==> src/hdl/gpe_pkg.sv <==
// Package for the port E/F/G general-purpose I/O block.
// Assumes a 32-bit AXI4-Lite register bus; offsets are indices, byte address = 4 * index.
package gpe_pkg;
    // ------------------------------------------------------------
    // Register indices; byte address is four times the index
    // ------------------------------------------------------------
    localparam logic [11:0] PORT_E_DATA_IDX = 12'h008;
    localparam logic [11:0] PORT_F_DATA_IDX = 12'h440;
    localparam logic [11:0] PORT_G_DATA_IDX = 12'h441;
    localparam logic [11:0] PORT_E_DIR_IDX = 12'h00C;
    localparam logic [11:0] PORT_F_DIR_IDX = 12'h444;
    localparam logic [11:0] PORT_G_DIR_IDX = 12'h445;
    localparam logic [11:0] PERIPH_CTRL_IDX = 12'h450;
    localparam int ADDR_W = 14;
    // ------------------------------------------------------------
    // Field layout
    // ------------------------------------------------------------
    localparam int PORT_E_W = 6;
    localparam int PORT_FG_W = 8;
    localparam int SER_TX_BIT = 0;
    localparam int SER_RX_BIT = 1;
    localparam int TIMER_PIN_LO = 4;
    localparam int TIMER_CH_N = 4;
    localparam int CTRL_SER_EN_POS = 0;
    localparam int CTRL_ADC_EN_POS = 1;
    localparam int CTRL_ADC_CH_POS = 4;
    localparam int CTRL_ELS_POS = 8;
    localparam int ADC_CH_W = 3;
    // ------------------------------------------------------------
    // Reset values and bus answers
    // ------------------------------------------------------------
    localparam logic [7:0] DIR_RESET = 8'h00;
    localparam logic [1:0] RESP_OKAY = 2'h0;
    localparam logic [1:0] RESP_SLVERR = 2'h2;
    // Read-source mux: latch where output, pin where input
    function automatic logic [7:0] gpe_read_mux(input logic [7:0] dir, input logic [7:0] latch,
                                                input logic [7:0] pin);
        gpe_read_mux = (dir & latch) | (~dir & pin);
    endfunction
    // Byte-address to index; bits [1:0] ignored for aligned words
    function automatic logic [11:0] gpe_index(input logic [ADDR_W-1:0] addr);
        gpe_index = addr[ADDR_W-1:2];
    endfunction
endpackage

==> src/hdl/gpe_sync2.sv <==
// Two-flop synchroniser for the pin levels.
// Assumes the sampled pins are asynchronous to sys_clk.
`timescale 1ns/100ps
module gpe_sync2 #(
    parameter int W = 8
) (
    input wire logic sys_clk, // Bus clock
    input wire logic [W-1:0] asyncIn, // Raw pin levels
    output logic [W-1:0] syncOut // Synchronised levels
);
    logic [W-1:0] stage1_reg;
    logic [W-1:0] stage2_reg;
    // Stage one is read only by stage two; no reset, pins are don't-care at reset
    always_ff @(posedge sys_clk) begin
        stage1_reg <= asyncIn;
        stage2_reg <= stage1_reg;
    end
    assign syncOut = stage2_reg;
endmodule

==> src/hdl/gpe_ports.sv <==
// Ports E, F and G: data latches, direction registers, pin muxing and AXI4-Lite slave.
// Assumes pads resolve pin level from output and active-low output enable outside.
// Summary of operation
// - Serial enable set: port E bit 0 carries transmit output, else plain I/O.
// - Direction 1 drives pin as output; direction 0 releases it as input.
// - Reset clears all direction bits so every pin is an input.
// - Port E data read: latch where direction 1, synced pin where 0.
// - Port F data read: latch for outputs, pin level for inputs.
// - Port G data read: latch for outputs, pin level for inputs.
// - Data writes always update the latch; input reads still show the pin.
// - Data latches keep contents through reset.
// - Port F upper four pins become timer channels when selects choose so.
// - Selected analog channel pin on port G is forced to analog input.
// - Unselected port G pins stay ordinary digital I/O.
// - Direction: six bits for port E, eight for F and G.
// - Serial enable set: port E bit 1 feeds receiver input, else plain I/O.
// - Serial pins ignore direction for driving, but direction still picks read source.
`timescale 1ns/100ps
module gpe_ports
    import gpe_pkg::*;
(
    input wire logic sys_clk, // 25 MHz bus clock
    input wire logic reset_n, // Synchronous reset, active low
    input wire logic [ADDR_W-1:0] s_axi_awaddr, // Write address
    input wire logic s_axi_awvalid, // Write address valid
    output logic s_axi_awready, // Write address ready
    input wire logic [31:0] s_axi_wdata, // Write data
    input wire logic [3:0] s_axi_wstrb, // Write strobes
    input wire logic s_axi_wvalid, // Write data valid
    output logic s_axi_wready, // Write data ready
    output logic [1:0] s_axi_bresp, // Write response
    output logic s_axi_bvalid, // Write response valid
    input wire logic s_axi_bready, // Write response ready
    input wire logic [ADDR_W-1:0] s_axi_araddr, // Read address
    input wire logic s_axi_arvalid, // Read address valid
    output logic s_axi_arready, // Read address ready
    output logic [31:0] s_axi_rdata, // Read data
    output logic [1:0] s_axi_rresp, // Read response
    output logic s_axi_rvalid, // Read data valid
    input wire logic s_axi_rready, // Read data ready
    input wire logic [PORT_E_W-1:0] portEIn, // Port E pin levels
    output logic [PORT_E_W-1:0] portEOut, // Port E pin drive
    output logic [PORT_E_W-1:0] portEOe_n, // Port E enable, low drives
    input wire logic [PORT_FG_W-1:0] portFIn, // Port F pin levels
    output logic [PORT_FG_W-1:0] portFOut, // Port F pin drive
    output logic [PORT_FG_W-1:0] portFOe_n, // Port F enable, low drives
    input wire logic [PORT_FG_W-1:0] portGIn, // Port G pin levels
    output logic [PORT_FG_W-1:0] portGOut, // Port G pin drive
    output logic [PORT_FG_W-1:0] portGOe_n, // Port G enable, low drives
    output logic [PORT_FG_W-1:0] analogSelect, // One-hot analog switch to converter
    input wire logic serialTxData, // Serial transmitter output
    output logic serialRxData, // Serial receiver input
    input wire logic [TIMER_CH_N-1:0] timerOut, // Timer compare outputs
    input wire logic [TIMER_CH_N-1:0] timerOutEn, // Timer drives pin
    output logic [TIMER_CH_N-1:0] timerIn // Timer capture inputs
);
    // ------------------------------------------------------------
    // State
    // ------------------------------------------------------------
    logic [PORT_E_W-1:0] portEData_reg, portEData_next;
    logic [PORT_FG_W-1:0] portFData_reg, portFData_next;
    logic [PORT_FG_W-1:0] portGData_reg, portGData_next;
    logic [PORT_E_W-1:0] portEDir_reg, portEDir_next;
    logic [PORT_FG_W-1:0] portFDir_reg, portFDir_next;
    logic [PORT_FG_W-1:0] portGDir_reg, portGDir_next;
    logic serialEnable_reg, serialEnable_next;
    logic adcEnable_reg, adcEnable_next;
    logic [ADC_CH_W-1:0] adcChannel_reg, adcChannel_next;
    logic [2*TIMER_CH_N-1:0] edgeLevel_reg, edgeLevel_next;
    logic [PORT_E_W-1:0] pinESync;
    logic [PORT_FG_W-1:0] pinFSync, pinGSync;

    typedef enum logic [1:0] {WR_IDLE, WR_ADDR, WR_DATA, WR_RESP} gpe_wr_t;
    gpe_wr_t wrState_reg, wrState_next;
    logic [ADDR_W-1:0] wrAddr_reg, wrAddr_next;
    logic [31:0] wrData_reg, wrData_next;
    logic [3:0] wrStrb_reg, wrStrb_next;
    logic [1:0] bresp_reg, bresp_next;
    logic rvalid_reg, rvalid_next;
    logic [31:0] rdata_reg, rdata_next;
    logic [1:0] rresp_reg, rresp_next;
    logic doWrite;
    logic [7:0] ctrlWord;
    logic [TIMER_CH_N-1:0] timerPin;
    logic [PORT_FG_W-1:0] analogMask;

    // ------------------------------------------------------------
    // Pin synchronisers
    // ------------------------------------------------------------
    gpe_sync2 #(.W(PORT_E_W)) syncE (.sys_clk(sys_clk), .asyncIn(portEIn), .syncOut(pinESync));
    gpe_sync2 #(.W(PORT_FG_W)) syncF (.sys_clk(sys_clk), .asyncIn(portFIn), .syncOut(pinFSync));
    gpe_sync2 #(.W(PORT_FG_W)) syncG (.sys_clk(sys_clk), .asyncIn(portGIn), .syncOut(pinGSync));

    // ------------------------------------------------------------
    // AXI4-Lite write channel
    // ------------------------------------------------------------
    // Address and data accepted in either order; response after both
    always_comb begin
        wrState_next = wrState_reg;
        wrAddr_next = wrAddr_reg;
        wrData_next = wrData_reg;
        wrStrb_next = wrStrb_reg;
        doWrite = 1'b0;
        unique case (wrState_reg)
            WR_IDLE: begin
                if (s_axi_awvalid && s_axi_wvalid) begin
                    wrAddr_next = s_axi_awaddr;
                    wrData_next = s_axi_wdata & {{8{s_axi_wstrb[3]}}, {8{s_axi_wstrb[2]}},
                                                 {8{s_axi_wstrb[1]}}, {8{s_axi_wstrb[0]}}};
                    wrState_next = WR_RESP;
                    doWrite = s_axi_wstrb[0];
                end else if (s_axi_awvalid) begin
                    wrAddr_next = s_axi_awaddr;
                    wrState_next = WR_DATA;
                end else if (s_axi_wvalid) begin
                    wrData_next = s_axi_wdata;
                    wrStrb_next = s_axi_wstrb; // Lanes kept until the address arrives
                    wrState_next = WR_ADDR;
                end
            end
            WR_ADDR: begin
                if (s_axi_awvalid) begin
                    wrAddr_next = s_axi_awaddr;
                    wrState_next = WR_RESP;
                    doWrite = wrStrb_reg[0];
                end
            end
            WR_DATA: begin
                if (s_axi_wvalid) begin
                    wrData_next = s_axi_wdata;
                    wrState_next = WR_RESP;
                    doWrite = s_axi_wstrb[0];
                end
            end
            WR_RESP: begin
                if (s_axi_bready) begin
                    wrState_next = WR_IDLE;
                end
            end
        endcase
    end
    assign s_axi_awready = (wrState_reg == WR_IDLE) || (wrState_reg == WR_ADDR);
    assign s_axi_wready = (wrState_reg == WR_IDLE) || (wrState_reg == WR_DATA);
    assign s_axi_bvalid = (wrState_reg == WR_RESP);
    assign s_axi_bresp = bresp_reg;

    // ------------------------------------------------------------
    // Register write decode
    // ------------------------------------------------------------
    // Low byte lane holds register bits, lane 1 the control edge/level selects; upper lanes are dropped
    logic [ADDR_W-1:0] wAddr;
    logic [7:0] wByte;
    always_comb begin
        wAddr = (wrState_reg == WR_DATA) ? wrAddr_reg : s_axi_awaddr; // Held address only once taken alone
        wByte = (wrState_reg == WR_ADDR) ? wrData_reg[7:0] : s_axi_wdata[7:0];
        portEData_next = portEData_reg;
        portFData_next = portFData_reg;
        portGData_next = portGData_reg;
        portEDir_next = portEDir_reg;
        portFDir_next = portFDir_reg;
        portGDir_next = portGDir_reg;
        serialEnable_next = serialEnable_reg;
        adcEnable_next = adcEnable_reg;
        adcChannel_next = adcChannel_reg;
        edgeLevel_next = edgeLevel_reg;
        bresp_next = bresp_reg;
        if (doWrite || (wrState_next == WR_RESP && wrState_reg != WR_RESP)) begin
            bresp_next = RESP_OKAY;
            if (doWrite) begin
                unique case (gpe_index(wAddr))
                    PORT_E_DATA_IDX: portEData_next = wByte[PORT_E_W-1:0];
                    PORT_F_DATA_IDX: portFData_next = wByte;
                    PORT_G_DATA_IDX: portGData_next = wByte;
                    PORT_E_DIR_IDX: portEDir_next = wByte[PORT_E_W-1:0];
                    PORT_F_DIR_IDX: portFDir_next = wByte;
                    PORT_G_DIR_IDX: portGDir_next = wByte;
                    PERIPH_CTRL_IDX: begin
                        serialEnable_next = wByte[CTRL_SER_EN_POS];
                        adcEnable_next = wByte[CTRL_ADC_EN_POS];
                        adcChannel_next = wByte[CTRL_ADC_CH_POS +: ADC_CH_W];
                        if ((wrState_reg == WR_ADDR) ? wrStrb_reg[1] : s_axi_wstrb[1])
                            edgeLevel_next = (wrState_reg == WR_ADDR) ? wrData_reg[CTRL_ELS_POS +: 8]
                                                                      : s_axi_wdata[CTRL_ELS_POS +: 8];
                    end
                    default: bresp_next = RESP_SLVERR;
                endcase
            end else if (!(gpe_index(wAddr) inside {PORT_E_DATA_IDX, PORT_F_DATA_IDX, PORT_G_DATA_IDX,
                           PORT_E_DIR_IDX, PORT_F_DIR_IDX, PORT_G_DIR_IDX, PERIPH_CTRL_IDX})) begin
                bresp_next = RESP_SLVERR;
            end
        end
    end

    // Data latches carry no reset term, so they hold through reset
    always_ff @(posedge sys_clk) begin
        portEData_reg <= portEData_next;
        portFData_reg <= portFData_next;
        portGData_reg <= portGData_next;
    end

    // Control and bus state
    always_ff @(posedge sys_clk) begin
        if (!reset_n) begin
            portEDir_reg <= DIR_RESET[PORT_E_W-1:0];
            portFDir_reg <= DIR_RESET;
            portGDir_reg <= DIR_RESET;
            serialEnable_reg <= 1'b0;
            adcEnable_reg <= 1'b0;
            adcChannel_reg <= '0;
            edgeLevel_reg <= '0;
            wrState_reg <= WR_IDLE;
            wrAddr_reg <= '0;
            wrData_reg <= '0;
            wrStrb_reg <= '0;
            bresp_reg <= RESP_OKAY;
            rvalid_reg <= 1'b0;
            rdata_reg <= '0;
            rresp_reg <= RESP_OKAY;
        end else begin
            portEDir_reg <= portEDir_next;
            portFDir_reg <= portFDir_next;
            portGDir_reg <= portGDir_next;
            serialEnable_reg <= serialEnable_next;
            adcEnable_reg <= adcEnable_next;
            adcChannel_reg <= adcChannel_next;
            edgeLevel_reg <= edgeLevel_next;
            wrState_reg <= wrState_next;
            wrAddr_reg <= wrAddr_next;
            wrData_reg <= wrData_next;
            wrStrb_reg <= wrStrb_next;
            bresp_reg <= bresp_next;
            rvalid_reg <= rvalid_next;
            rdata_reg <= rdata_next;
            rresp_reg <= rresp_next;
        end
    end

    // ------------------------------------------------------------
    // AXI4-Lite read channel
    // ------------------------------------------------------------
    // Read data captured at address handshake; one read in flight
    assign ctrlWord = {1'b0, adcChannel_reg, 2'b00, adcEnable_reg, serialEnable_reg};
    assign s_axi_arready = !rvalid_reg;
    always_comb begin
        rvalid_next = rvalid_reg;
        rdata_next = rdata_reg;
        rresp_next = rresp_reg;
        if (rvalid_reg && s_axi_rready) begin
            rvalid_next = 1'b0;
        end
        if (!rvalid_reg && s_axi_arvalid) begin
            rvalid_next = 1'b1;
            rresp_next = RESP_OKAY;
            rdata_next = '0;
            unique case (gpe_index(s_axi_araddr))
                PORT_E_DATA_IDX: rdata_next[7:0] = gpe_read_mux({2'b00, portEDir_reg}, {2'b00, portEData_reg},
                                                                {2'b00, pinESync});
                PORT_F_DATA_IDX: rdata_next[7:0] = gpe_read_mux(portFDir_reg, portFData_reg, pinFSync);
                PORT_G_DATA_IDX: rdata_next[7:0] = gpe_read_mux(portGDir_reg, portGData_reg, pinGSync);
                PORT_E_DIR_IDX: rdata_next[PORT_E_W-1:0] = portEDir_reg;
                PORT_F_DIR_IDX: rdata_next[7:0] = portFDir_reg;
                PORT_G_DIR_IDX: rdata_next[7:0] = portGDir_reg;
                PERIPH_CTRL_IDX: rdata_next[15:0] = {edgeLevel_reg, ctrlWord};
                default: rresp_next = RESP_SLVERR;
            endcase
        end
    end
    assign s_axi_rvalid = rvalid_reg;
    assign s_axi_rdata = rdata_reg;
    assign s_axi_rresp = rresp_reg;

    // ------------------------------------------------------------
    // Pin muxing
    // ------------------------------------------------------------
    // Timer owns a pin when either select bit of its channel is set
    always_comb begin
        for (int i = 0; i < TIMER_CH_N; i++) begin
            timerPin[i] = edgeLevel_reg[2*i] | edgeLevel_reg[2*i+1];
        end
        analogMask = adcEnable_reg ? (8'h01 << adcChannel_reg) : 8'h00;
    end

    // Port E: serial pins override direction, others follow direction
    always_comb begin
        portEOut = portEData_reg;
        portEOe_n = ~portEDir_reg;
        if (serialEnable_reg) begin
            portEOut[SER_TX_BIT] = serialTxData;
            portEOe_n[SER_TX_BIT] = 1'b0;
            portEOe_n[SER_RX_BIT] = 1'b1;
        end
        serialRxData = serialEnable_reg ? pinESync[SER_RX_BIT] : 1'b1;
    end

    // Port F: upper four pins handed to the timer when selected
    always_comb begin
        portFOut = portFData_reg;
        portFOe_n = ~portFDir_reg;
        for (int i = 0; i < TIMER_CH_N; i++) begin
            if (timerPin[i]) begin
                portFOut[TIMER_PIN_LO+i] = timerOut[i];
                portFOe_n[TIMER_PIN_LO+i] = ~timerOutEn[i];
            end
        end
        timerIn = pinFSync[TIMER_PIN_LO +: TIMER_CH_N] & timerPin;
    end

    // Port G: analog channel releases the driver, rest stay digital
    assign portGOut = portGData_reg;
    assign portGOe_n = ~portGDir_reg | analogMask;
    assign analogSelect = analogMask;

    // ------------------------------------------------------------
    // Checks
    // ------------------------------------------------------------
    chk_dir_reset: assert property (@(posedge sys_clk) !reset_n |=> portFDir_reg == 8'h00 && portGDir_reg == 8'h00)
        else $error("direction not cleared by reset");
    chk_e_upper_zero: assert property (@(posedge sys_clk) disable iff (!reset_n)
        s_axi_rvalid && $past(gpe_index(s_axi_araddr)) == PORT_E_DATA_IDX && $rose(s_axi_rvalid)
        |-> s_axi_rdata[31:PORT_E_W] == '0) else $error("port E upper bits not zero");
    chk_f_read_mux: assert property (@(posedge sys_clk) disable iff (!reset_n)
        $rose(s_axi_rvalid) && $past(gpe_index(s_axi_araddr)) == PORT_F_DATA_IDX
        |-> s_axi_rdata[7:0] == $past(gpe_read_mux(portFDir_reg, portFData_reg, pinFSync)))
        else $error("port F read source wrong");
    chk_g_read_mux: assert property (@(posedge sys_clk) disable iff (!reset_n)
        $rose(s_axi_rvalid) && $past(gpe_index(s_axi_araddr)) == PORT_G_DATA_IDX
        |-> s_axi_rdata[7:0] == $past(gpe_read_mux(portGDir_reg, portGData_reg, pinGSync)))
        else $error("port G read source wrong");
    chk_tx_owns_pin: assert property (@(posedge sys_clk) disable iff (!reset_n)
        serialEnable_reg |-> !portEOe_n[SER_TX_BIT] && portEOut[SER_TX_BIT] == serialTxData)
        else $error("transmit pin not driven");
    chk_rx_released: assert property (@(posedge sys_clk) disable iff (!reset_n)
        serialEnable_reg |-> portEOe_n[SER_RX_BIT]) else $error("receive pin driven");
    chk_analog_float: assert property (@(posedge sys_clk) disable iff (!reset_n)
        adcEnable_reg |-> portGOe_n[adcChannel_reg]) else $error("analog pin driven");
    chk_g_digital: assert property (@(posedge sys_clk) disable iff (!reset_n)
        !adcEnable_reg |-> portGOe_n == ~portGDir_reg) else $error("port G digital drive wrong");
    chk_latch_write: assert property (@(posedge sys_clk) disable iff (!reset_n)
        doWrite && gpe_index(wAddr) == PORT_F_DATA_IDX |=> portFData_reg == $past(wByte))
        else $error("port F latch not written");
endmodule

==> config.mk <==
export PLATFORM = sky130hd
export DESIGN_NAME = gpe_ports
export DESIGN_NICKNAME = d
export VERILOG_FILES = /design/src/hdl/gpe_pkg.sv /design/src/hdl/gpe_sync2.sv /design/src/hdl/gpe_ports.sv
export SDC_FILE = /design/constraint.sdc
export NUM_CORES = 1
export LEC_CHECK = 0
export ABC_AREA = 1
export BUFFER_PORTS_ARGS = -buffer_cell sky130_fd_sc_hd__buf_2
export CORE_MARGIN = 8
export CORE_UTILIZATION = 30
export CTS_BUF_LIST = sky130_fd_sc_hd__clkbuf_8
export DETAILED_ROUTE_END_ITERATION = 8
export SLEW_MARGIN = 20
export SYNTH_ARGS = -nofsm -noshare
export SYNTH_HDL_FRONTEND = slang
export SYNTH_SLANG_ARGS = --single-unit
==> constraint.sdc <==
create_clock -name sys_clk -period 3.6 [get_ports sys_clk]
set_input_delay 0.36 -clock sys_clk [delete_from_list [all_inputs] [get_ports sys_clk]]
set_output_delay 0.36 -clock sys_clk [all_outputs]
set_load 0.01 [all_outputs]
==> results of run 1 <==
## layout make-up
type | instances | area, µm² | share of cell area [%]
inverter | 95 | 362 | 4.36
clock inverter | 14 | 133 | 1.60
tap | 285 | 357 | 4.30
multi-input combinational | 606 | 2880 | 34.6
clock buffer | 18 | 248 | 2.98
timing repair buffer | 188 | 1060 | 12.8
sequential | 152 | 3260 | 39.3
## layout by cell type (no fill, tap or decap), types with 12 or more instances in the layout
cell and count:
nor3_1 18, dfxtp_1 130, clkbuf_8 18, inv_1 90, edfxtp_1 22, nor2_1 112, nand2_1 220, buf_2 159
mux2i_1 13, nand3_1 45, nand2_2 12, o21ai_0 61, conb_1 18, dlygate4sd3_1 20, a21oi_1 64
## worst reg2reg max path, cell delays in order (launching register included)
cell	delay (ns)
dfxtp_1	0.80
nand2_4	0.29
nand2_1	0.14
nand2_2	0.08
inv_1	0.05
nand2_1	0.04
nor2_1	0.15
nand3_1	0.12
nor2_1	0.55
## power breakdown
group          switching (µW)  total (µW)  internal [µW]  leakage, µW
sequential               30.4        1810           1780      0.00127
clock                     665        1290            626     0.000196
combinational             224         349            125      0.00239
## worst max path at each step
stage	startpoint	to	slack, ns	cells after the start
2_1_floorplan	wrState_reg[0]	portFData_reg[0]	1.66	10
3_5_place_dp	wrState_reg[1]	wrData_reg[8]	0.91	5
5_1_grt	wrState_reg[1]	portEData_reg[0]	0.83	8
4_1_cts	wrState_reg[1]	wrData_reg[13]	0.87	5
6_report	wrState_reg[1]	portEData_reg[0]	1.0	8
3_3_place_gp	wrState_reg[1]	wrData_reg[11]	1.00	5
## metal layers
| layer | vias to the layer above | part of all wire, % |
|---|---|---|
| li1 | 3140 | - |
| met5 | - | 0 |
| met4 | 0 | 1.6 |
| met3 | 23 | 6.9 |
| met1 | 2753 | 45 |
| met2 | 177 | 46 |
## kinds of logic after synthesis
group,share of synthesized area (%)
buf+inv,10.4
other cells,0.0553
mux,2.42
flops,48.2
simple gates,28.6
compound gates,10.4
## through the flow
stage          instance area (µm²)  hold slack, ns  worst slack [ns]  std cells  total power [µW]
2_1_floorplan                 6840           0.310              1.66        905              2080
3_3_place_gp                  7720           0.313              1.00       1306              2180
3_5_place_dp                  7720           0.312             0.907       1306              2180
4_1_cts                       8300         0.00361             0.870       1358              3490
5_1_grt                       8300         0.00429             0.831       1358              3610
6_report                      8300          0.0386             0.997       1358              3450
==> results.py, run 1 <==
metrics = {
    "run_status": {
        "outcome": "complete, no violations",
    },
    "timing": {
        "final_hold_viol_count": 0,
        "report.final.slew_viol_count": 0,
        "setup_tns_ns": 0,
        "min_period_over_period_pct": 72.3,
        "worstMarginPinSlew_ns": 0.951,
        "maxSlewHeadroom_pct": 36.1,
        "fmax_mhz": 384,
        "period_needed_ns": 2.60,
        "rsz0062_at_grt": "no",
        "setup_viol": 0,
        "skew_ns": 0.0123,
    },
    "routing": {
        "drt_first_iter_violations": 268,
        "viasPerCell": 4.49,
        "wl_um": 21000,
        "wl_per_cell_um": 15.4,
        "remaining_drc_errors": 0,
        "antenna_left": 0,
        "first_pass_iters": 5,
        "vias": 6093,
    },
    "finish": {
        "antenna_cells": 0,
        "synthToLayoutAreaGrowth_pct": 22.5,
        "final_net_count": 1162,
        "fillers": 2390,
        "drive_gt1_share_pct": 22.1,
        "fin_util_pct": 37.0,
    },
    "floorplan": {
        "core_um2": 22400,
        "start_util_pct": 30.2,
        "die_area_um2": 27700,
        "die_w_um": 166,
        "num_io_pins": 200,
        "rows": 55,
        "die_y_um": 166,
    },
    "cts": {
        "postCtsSetupBuffers": 0,
        "clkSinkCount": 152,
        "cts_inserted_buffers": 17,
        "cts_resized": 0,
        "htreeDepth": 4,
        "clk_path_buf_depth": 2,
        "tritoncts": "built",
        "clk_pin_slew_ns": 0.09,
        "clock_latency_ns": 0.45,
        "cts-root-buf": "clkbuf_8",
        "ctsHoldBuffers": 20,
    },
    "worst_setup_path": {
        "slowest_delay_ns": 0.80,
        "worstSetupEndpointType": "flop",
        "rr_worst_depth": 8,
        "r2r-end": "portEData_reg[0]",
        "cp.arrival_ns": 2.68,
        "crit_path_start_kind": "flop",
        "cp.required_ns": 3.68,
        "r2r_slack_ns": 1.0,
        "path_delay_family": "simple AND/OR/NAND/NOR gates",
        "r2r-start": "wrState_reg[1]",
        "worstSetupPathType": "flop to flop",
        "cp_max_fo": 19,
        "critical_path_buf_inv_count": 1,
        "path_cells": "nand2_4 -> nand2_1 -> nand2_2 -> inv_1 -> nand2_1 -> nor2_1 -> nand3_1 -> nor2_1",
        "crit_slowest_cell": "dfxtp_1",
    },
    "synthesis": {
        "synth-async-reset-ratio_pct": 0,
        "avgSynthCellArea_um2": 7.63,
        "synth_common_cells": "nand2_1 (220), dfxtp_1 (130), nor2_1 (113)",
        "yosysWarnings": 0,
        "post-synth-top-count-cell": "nand2_1",
        "seq_area_frac_synth_pct": 48.2,
        "synth_ff_type": "dfxtp_1",
        "ys_seq_elements": 152,
        "synth_edf_count": 22,
        "syn_area_um2": 6780,
        "netlist_top_cells_area": "dfxtp_1 (38%), nand2_1 (12%), edfxtp_1 (9.7%)",
        "synth_top_cell_by_area": "dfxtp_1",
        "synth_top_cell_area_share_pct": 38.4,
        "synth_cells": 888,
        "synth.distinct_cells": 40,
    },
    "power": {
        "ir_drop_mv": 0.192,
        "p_leak_uw": 0.00386,
        "power_per_cell_area_nw_per_um2": 415,
    },
    "place": {
        "dp_hpwl_um": 15500,
        "gp_congestion": 0.818,
        "portBuffers": 159,
    },
    "grt": {
        "antenna_found_initial": 0,
        "use_met3_pct": 4.92,
        "grt_pass1_vias": 6007,
        "grtUsageTotal_pct": 15.1,
        "met2_usage_pct": 24.6,
        "top_usage_layer": "met2",
        "grt_pass1_wl_um": 32800,
        "grt_max_degree": 29,
        "overflow": 0,
        "met1_usage_pct": 18.6,
    },
    "hold_path": {
        "hold_class": "input port to flop",
        "min_from": "portEIn[5]",
        "hold_end": "syncE.stage1_reg[5]",
        "hold_depth": 1,
    },
    "job": {
        "maxCapViolations": 0,
    },
}
Power figures use the tool's default switching activity.
==> run 2, diff against run 1 <==
--- a/config.mk
+++ b/config.mk
@@ -5,7 +5,7 @@
 export SDC_FILE = /design/constraint.sdc
 export NUM_CORES = 1
 export LEC_CHECK = 0
-export ABC_AREA = 1
+export ABC_AREA = 0
 export BUFFER_PORTS_ARGS = -buffer_cell sky130_fd_sc_hd__buf_2
 export CORE_MARGIN = 8
 export CORE_UTILIZATION = 30
==> constraint.sdc (replaced) <==
create_clock -name sys_clk -period 2.7 [get_ports sys_clk]
set_input_delay 0.27 -clock sys_clk [delete_from_list [all_inputs] [get_ports sys_clk]]
set_output_delay 0.27 -clock sys_clk [all_outputs]
set_load 0.01 [all_outputs]
==> run 2 against run 1 <==
Area after synthesis down 4.9%; sequential share of layout area up 1.2 points; clock skew up 0.0030 ns; largest power group unchanged.
==> results.py, run 2 <==
metrics = {
    "run_status": {
        "outcome": "complete, no violations",
    },
    "place": {
        "portBuffers": 159,
        "post_dp_cell_area_um2": 7390,
        "dp_hpwl_um": 14600,
        "gp_congestion": 0.837,
    },
    "timing": {
        "period_needed_ns": 2.17,
        "maxSlewHeadroom_pct": 52.4,
        "rsz0062_at_grt": "no",
        "setup_tns_ns": 0,
        "skew_ns": 0.0153,
        "setup_viol": 0,
        "worstMarginPinSlew_ns": 0.703,
        "final_hold_viol_count": 0,
        "holdWs_ns": 0.0549,
        "report.final.slew_viol_count": 0,
        "fmax_mhz": 462,
        "min_period_over_period_pct": 80.2,
    },
    "routing": {
        "remaining_drc_errors": 0,
        "antenna_left": 0,
        "drt_first_iter_violations": 303,
        "viasPerCell": 4.69,
        "first_pass_iters": 6,
        "wl_um": 19400,
        "vias": 5295,
        "wl_per_cell_um": 17.2,
    },
    "worst_setup_path": {
        "crit_slowest_cell": "dfxtp_1",
        "worstSetupEndpointType": "flop",
        "r2r-start": "wrState_reg[0]",
        "cp.required_ns": 3.11,
        "r2r-end": "edgeLevel_reg[5]",
        "path_cells": "nand2b_4 -> mux2i_4 -> o2111ai_4 -> nor2_4 -> o221a_2",
        "slowest_delay_ns": 0.52,
        "cp.arrival_ns": 2.57,
        "cp_max_fo": 15,
        "r2r_slack_ns": 0.53,
        "worstSetupPathType": "flop to flop",
        "startpoint": "wrState_reg[0]",
        "rr_worst_depth": 5,
        "crit_path_start_kind": "flop",
    },
    "power": {
        "power_uw": 4710,
        "p_leak_uw": 0.00331,
        "power_frac_comb_pct": 8.2,
        "power_per_cell_area_nw_per_um2": 585,
        "share_seq_of_total_power_pct": 50.9,
        "switchingPower_uw": 1170,
        "ir_drop_mv": 0.261,
        "p_int_uw": 3540,
        "swShare_pct": 24.8,
        "pwr-share-clk_pct": 40.9,
    },
    "grt": {
        "grt_pass1_wl_um": 29300,
        "grt_max_degree": 54,
        "grt_pass1_vias": 5165,
        "overflow": 0,
        "antenna_found_initial": 6,
        "grtUsageTotal_pct": 14.4,
    },
    "synthesis": {
        "synth_ff_type": "dfxtp_1",
        "synth_xor_xnor_area_share_pct": 0,
        "synth_top_family_by_area": "simple AND/OR/NAND/NOR gates",
        "synth_common_cells": "dfxtp_1 (130), nand2_1 (103), mux2i_1 (38), o21ai_0 (38), nor2_1 (31)",
        "synth_cells": 661,
        "synth_mux_area_share_pct": 8.53,
        "netlist_top_cells_area": "dfxtp_1 (40%), edfxtp_1 (10%), nand2_1 (6.0%)",
        "synth-async-reset-ratio_pct": 0,
        "synth_compound_area_share_pct": 14.8,
        "seq_area_frac_synth_pct": 50.7,
        "syn_area_um2": 6440,
        "synthSimpleGateAreaFrac_pct": 18.6,
        "synth.distinct_cells": 65,
        "synth_top_cell_area_share_pct": 40.4,
        "synth_fa_ha_area_share_pct": 0,
        "ys_seq_elements": 152,
        "avgSynthCellArea_um2": 9.74,
        "yosysWarnings": 0,
        "post-synth-top-count-cell": "dfxtp_1",
        "synth_edf_count": 22,
        "synth_top_cell_by_area": "dfxtp_1",
    },
    "cts": {
        "cts_resized": 0,
        "clk_path_buf_depth": 2,
        "clk_pin_slew_ns": 0.09,
        "cts-root-buf": "clkbuf_8",
        "postCtsSetupBuffers": 0,
        "htreeDepth": 4,
        "tritoncts": "built",
        "cts_inserted_buffers": 17,
        "clkSinkCount": 152,
        "clock_latency_ns": 0.45,
    },
    "finish": {
        "drive_gt1_share_pct": 28.8,
        "synthToLayoutAreaGrowth_pct": 25.1,
        "final_net_count": 941,
        "final_cell_mix": "buf_2 (159), dfxtp_1 (130), nand2_1 (103)",
        "final_common_cell": "buf_2",
        "fin_util_pct": 38.3,
        "fillers": 2133,
        "final_cell_area_um2": 8060,
    },
    "hold_path": {
        "hold_class": "input port to flop",
        "min_from": "s_axi_arvalid",
        "hold_end": "s_axi_rvalid",
        "hold_depth": 2,
    },
    "floorplan": {
        "die_area_um2": 26400,
        "rows": 53,
        "num_io_pins": 200,
        "start_util_pct": 30.6,
        "die_w_um": 163,
        "die_y_um": 163,
        "core_um2": 21000,
    },
    "job": {
        "maxCapViolations": 0,
    },
}
-- run 2: area by class of cell --
type,instances,area (µm²),area share (%)
diodes,2,5.00,0.0621
clock buffers,17,234,2.90
clock inverters,14,198,2.45
inverters,28,105,1.30
multi-input cells,442,2760,34.3
flip-flops and latches,152,3260,40.5
well taps,275,344,4.27
repair buffers,198,1150,14.2
-- run 2: routing by layer --
layer	GRT usage [%]	wire [µm]	up-vias
li1	-	-	2639
met1	17.9	8600	2464
met2	23.0	9030	156
met3	5.36	1430	24
met4	4.17	274	12
met5	0	77	-
-- run 2: worst max-delay path by stage --
stage	to	slack (ns)	cells after the start
global route	edgeLevel_reg[6]	0.40	5
finish	edgeLevel_reg[5]	0.53	5
floorplan	portFData_reg[0]	0.71	5
detailed placement	s_axi_rdata[13]	0.42	7
global placement	s_axi_rdata[9]	0.47	7
CTS	edgeLevel_reg[5]	0.52	5
-- run 2: cells by family (layout without fill, tap and decap cells) --
group | Yosys count | after routing
simple gates | 234 | 234
flops | 152 | 152
buf+inv | 84 | 257
compound gates | 138 | 138
other cells | 1 | 20
mux | 52 | 52
-- run 2: per-stage QoR --
step	setup WS, ns	std cells
floorplan	0.713	678
global placement	0.475	1072
detailed placement	0.421	1072
CTS	0.522	1126
global route	0.396	1126
finish	0.533	1128
-- run 2: power groups by stage --
stage / combinational (µW) / clock [µW] / sequential, µW
after floorplan: 246 / 0 / 2440
after global placement: 358 / 0 / 2450
after detailed placement: 362 / 0 / 2450
after CTS: 389 / 1990 / 2400
after global routing: 429 / 2090 / 2410
final: 387 / 1930 / 2400
-- run 2: critical path: cells and delay by family (launching register included) --
| kind | cells | cell delay, ns |
|---|---|---|
| AO/OA/AOI/OAI | 2 | 0.63 |
| AND/OR/NAND/NOR | 2 | 0.57 |
| flip-flops | 1 | 0.52 |
| multiplexers | 1 | 0.39 |
-- run 2: repair_timing --
action,CTS,global route
endpoints found under the setup margin,0,0
hold endpoints to repair,24,0
hold buffers,23,0
==> run 3, diff against run 2 <==
--- a/config.mk
+++ b/config.mk
@@ -5,7 +5,7 @@
 export SDC_FILE = /design/constraint.sdc
 export NUM_CORES = 1
 export LEC_CHECK = 0
-export ABC_AREA = 0
+export ABC_AREA = 1
 export BUFFER_PORTS_ARGS = -buffer_cell sky130_fd_sc_hd__buf_2
 export CORE_MARGIN = 8
 export CORE_UTILIZATION = 30
==> constraint.sdc (replaced) <==
create_clock -name sys_clk -period 2 [get_ports sys_clk]
set_input_delay 0.2 -clock sys_clk [delete_from_list [all_inputs] [get_ports sys_clk]]
set_output_delay 0.2 -clock sys_clk [all_outputs]
set_load 0.01 [all_outputs]
==> run 3 against run 2 <==
Clock power grew 30%; sequential power up 35%; die area is 4.7% higher; clock-buffer cell count stayed put; combinational power up 81%; clock skew down 0.0025 ns; critical path depth increased by 4; wire length grew 8.9%; non-clock buffer count rose by 31; largest cell class unchanged; global-route usage grew 0.80 points; utilization up 0.60 points; cell area grew 8.4%.
==> results.py, run 3 (synthesis results as in run 1) <==
metrics = {
    "finish": {
        "antenna_cells": 0,
        "final_common_cell": "nand2_1",
        "synthToLayoutAreaGrowth_pct": 28.9,
        "final_cell_mix": "nand2_1 (220), buf_2 (159), dfxtp_1 (128)",
        "drive_gt1_share_pct": 23.7,
        "final_net_count": 1203,
        "final_cell_area_um2": 8730,
    },
    "cts": {
        "cts-root-buf": "clkbuf_8",
        "cts_inserted_buffers": 17,
        "clock_latency_ns": 0.46,
        "clkSinkCount": 152,
        "clk_pin_slew_ns": 0.08,
        "clk_path_buf_depth": 2,
        "tritoncts": "built",
        "htreeDepth": 4,
    },
    "place": {
        "gp_congestion": 0.813,
        "post_dp_cell_area_um2": 7880,
        "post-place-ws_ns": 0.0280,
        "portBuffers": 159,
        "dp_hpwl_um": 15700,
    },
    "timing": {
        "skew_ns": 0.0128,
        "report.final.slew_viol_count": 0,
        "min_period_over_period_pct": 93.2,
        "final_hold_viol_count": 0,
        "setup_viol": 0,
        "worstMarginPinSlew_ns": 0.579,
        "final.setup.worst_slack_ns": 0.137,
        "maxSlewHeadroom_pct": 61.4,
        "fmax_mhz": 537,
        "period_needed_ns": 1.86,
    },
    "grt": {
        "grt_pass1_wl_um": 33300,
        "overflow": 0,
        "grt_max_degree": 40,
        "grtUsageTotal_pct": 15.2,
        "antenna_found_initial": 1,
        "grt_pass1_vias": 6107,
    },
    "worst_setup_path": {
        "slowest_delay_ns": 0.36,
        "path_cells": "inv_4 -> buf_6 -> nand3b_1 -> nand2_1 -> nand2_1 -> nor2_8 -> nand3_1 -> nor2_2 -> buf_6",
        "crit_slowest_cell": "dfxtp_2",
        "cp.arrival_ns": 2.02,
        "critical_path_buf_inv_count": 3,
        "worstSetupEndpointType": "flop",
        "path_delay_family": "simple AND/OR/NAND/NOR gates",
        "worstSetupPathType": "flop to flop",
        "cp_max_fo": 13,
        "cp.required_ns": 2.16,
        "crit_path_start_kind": "flop",
    },
    "routing": {
        "first_pass_iters": 5,
        "drt_first_iter_violations": 306,
        "remaining_drc_errors": 0,
        "wl_um": 21100,
        "viasPerCell": 4.44,
        "wl_per_cell_um": 15.1,
        "antenna_left": 0,
        "vias": 6207,
    },
    "power": {
        "ir_drop_mv": 0.341,
        "p_leak_uw": 0.00407,
        "power_per_cell_area_nw_per_um2": 738,
    },
    "floorplan": {
        "die_y_um": 166,
        "num_io_pins": 200,
        "rows": 55,
        "start_util_pct": 30.2,
        "die_w_um": 166,
        "core_um2": 22400,
        "die_area_um2": 27700,
    },
    "run_status": {
        "outcome": "complete, no violations",
    },
    "hold_path": {
        "hold_class": "input port to flop",
    },
    "job": {
        "maxCapViolations": 0,
    },
}
## run 3: cell count changes in the layout (fill, tap and decap cells not counted), sizes merged, moves of 22 or more
cell    change
nand2     +132
nor2       +87
inv        +63
a21oi      +41
nand3      +35
o21ai      +27
mux2i      -26
a21boi     -22
## run 3: repair_timing
item | CTS | global route
hold buffers | 38 | 0
hold endpoints to repair | 39 | 0
endpoints found under the setup margin | 0 | 57
resized for setup | 0 | 11
setup buffers | 0 | 1
## run 3: worst reg2reg max path: stages (launching register included)
cell and delay (ns):
dfxtp_2 0.36, inv_4 0.09, buf_6 0.16, nand3b_1 0.09
nand2_1 0.08, nand2_1 0.12, nor2_8 0.23, nand3_1 0.16
nor2_2 0.12, buf_6 0.17
## run 3: final cells by class
type | instances | area [µm²]
timing repair buffer | 229 | 1430
tap | 285 | 357
clock inverter | 15 | 186
inverter | 95 | 362
multi-input combinational | 606 | 2900
sequential | 152 | 3270
clock buffer | 17 | 234
fill | 2363 | 13700
## run 3: final timing paths
| path | end | startpoint | depth (start not counted) | slack [ns] |
|---|---|---|---|---|
| worst max-delay path | portGOut[3] | wrState_reg[0] | 9 | 0.14 |
| worst min-delay path | wrData_reg[6] | s_axi_wdata[6] | 3 | 0.03 |
| worst max register to register | portGOut[3] | wrState_reg[0] | 9 | 0.14 |
| worst min register to register | syncG.syncOut[3] | syncG.stage1_reg[3] | 0 | 0.33 |
## run 3: report_power, final
group / internal, µW / switching, µW
clock network: 1340 / 1160
registers: 3200 / 48.4
logic: 275 / 423
## run 3: per-stage QoR
stage	TNS [ns]	power (µW)	utilization (%)	hold WS (ns)	instances
4_1_cts	0	6520	38.7	0.00281	1398
6_report	0	6450	38.9	0.0291	1399
3_3_place_gp	0	3950	35.1	0.303	1328
2_1_floorplan	0	3740	-	0.228	905
3_5_place_dp	0	3960	35.1	0.304	1328
5_1_grt	-0.0321	6760	38.9	0.00345	1399
## run 3: layer usage
layer | GRT usage [%] | vias to the layer above | part of all wire (%) | wire length (µm)
li1 | - | 3225 | - | -
met1 | 18.6 | 2782 | 45 | 9520
met2 | 25.0 | 176 | 46 | 9760
met3 | 5.13 | 22 | 7.1 | 1490
met4 | 4.50 | 2 | 1.6 | 341
met5 | 0 | - | 0.062 | 13
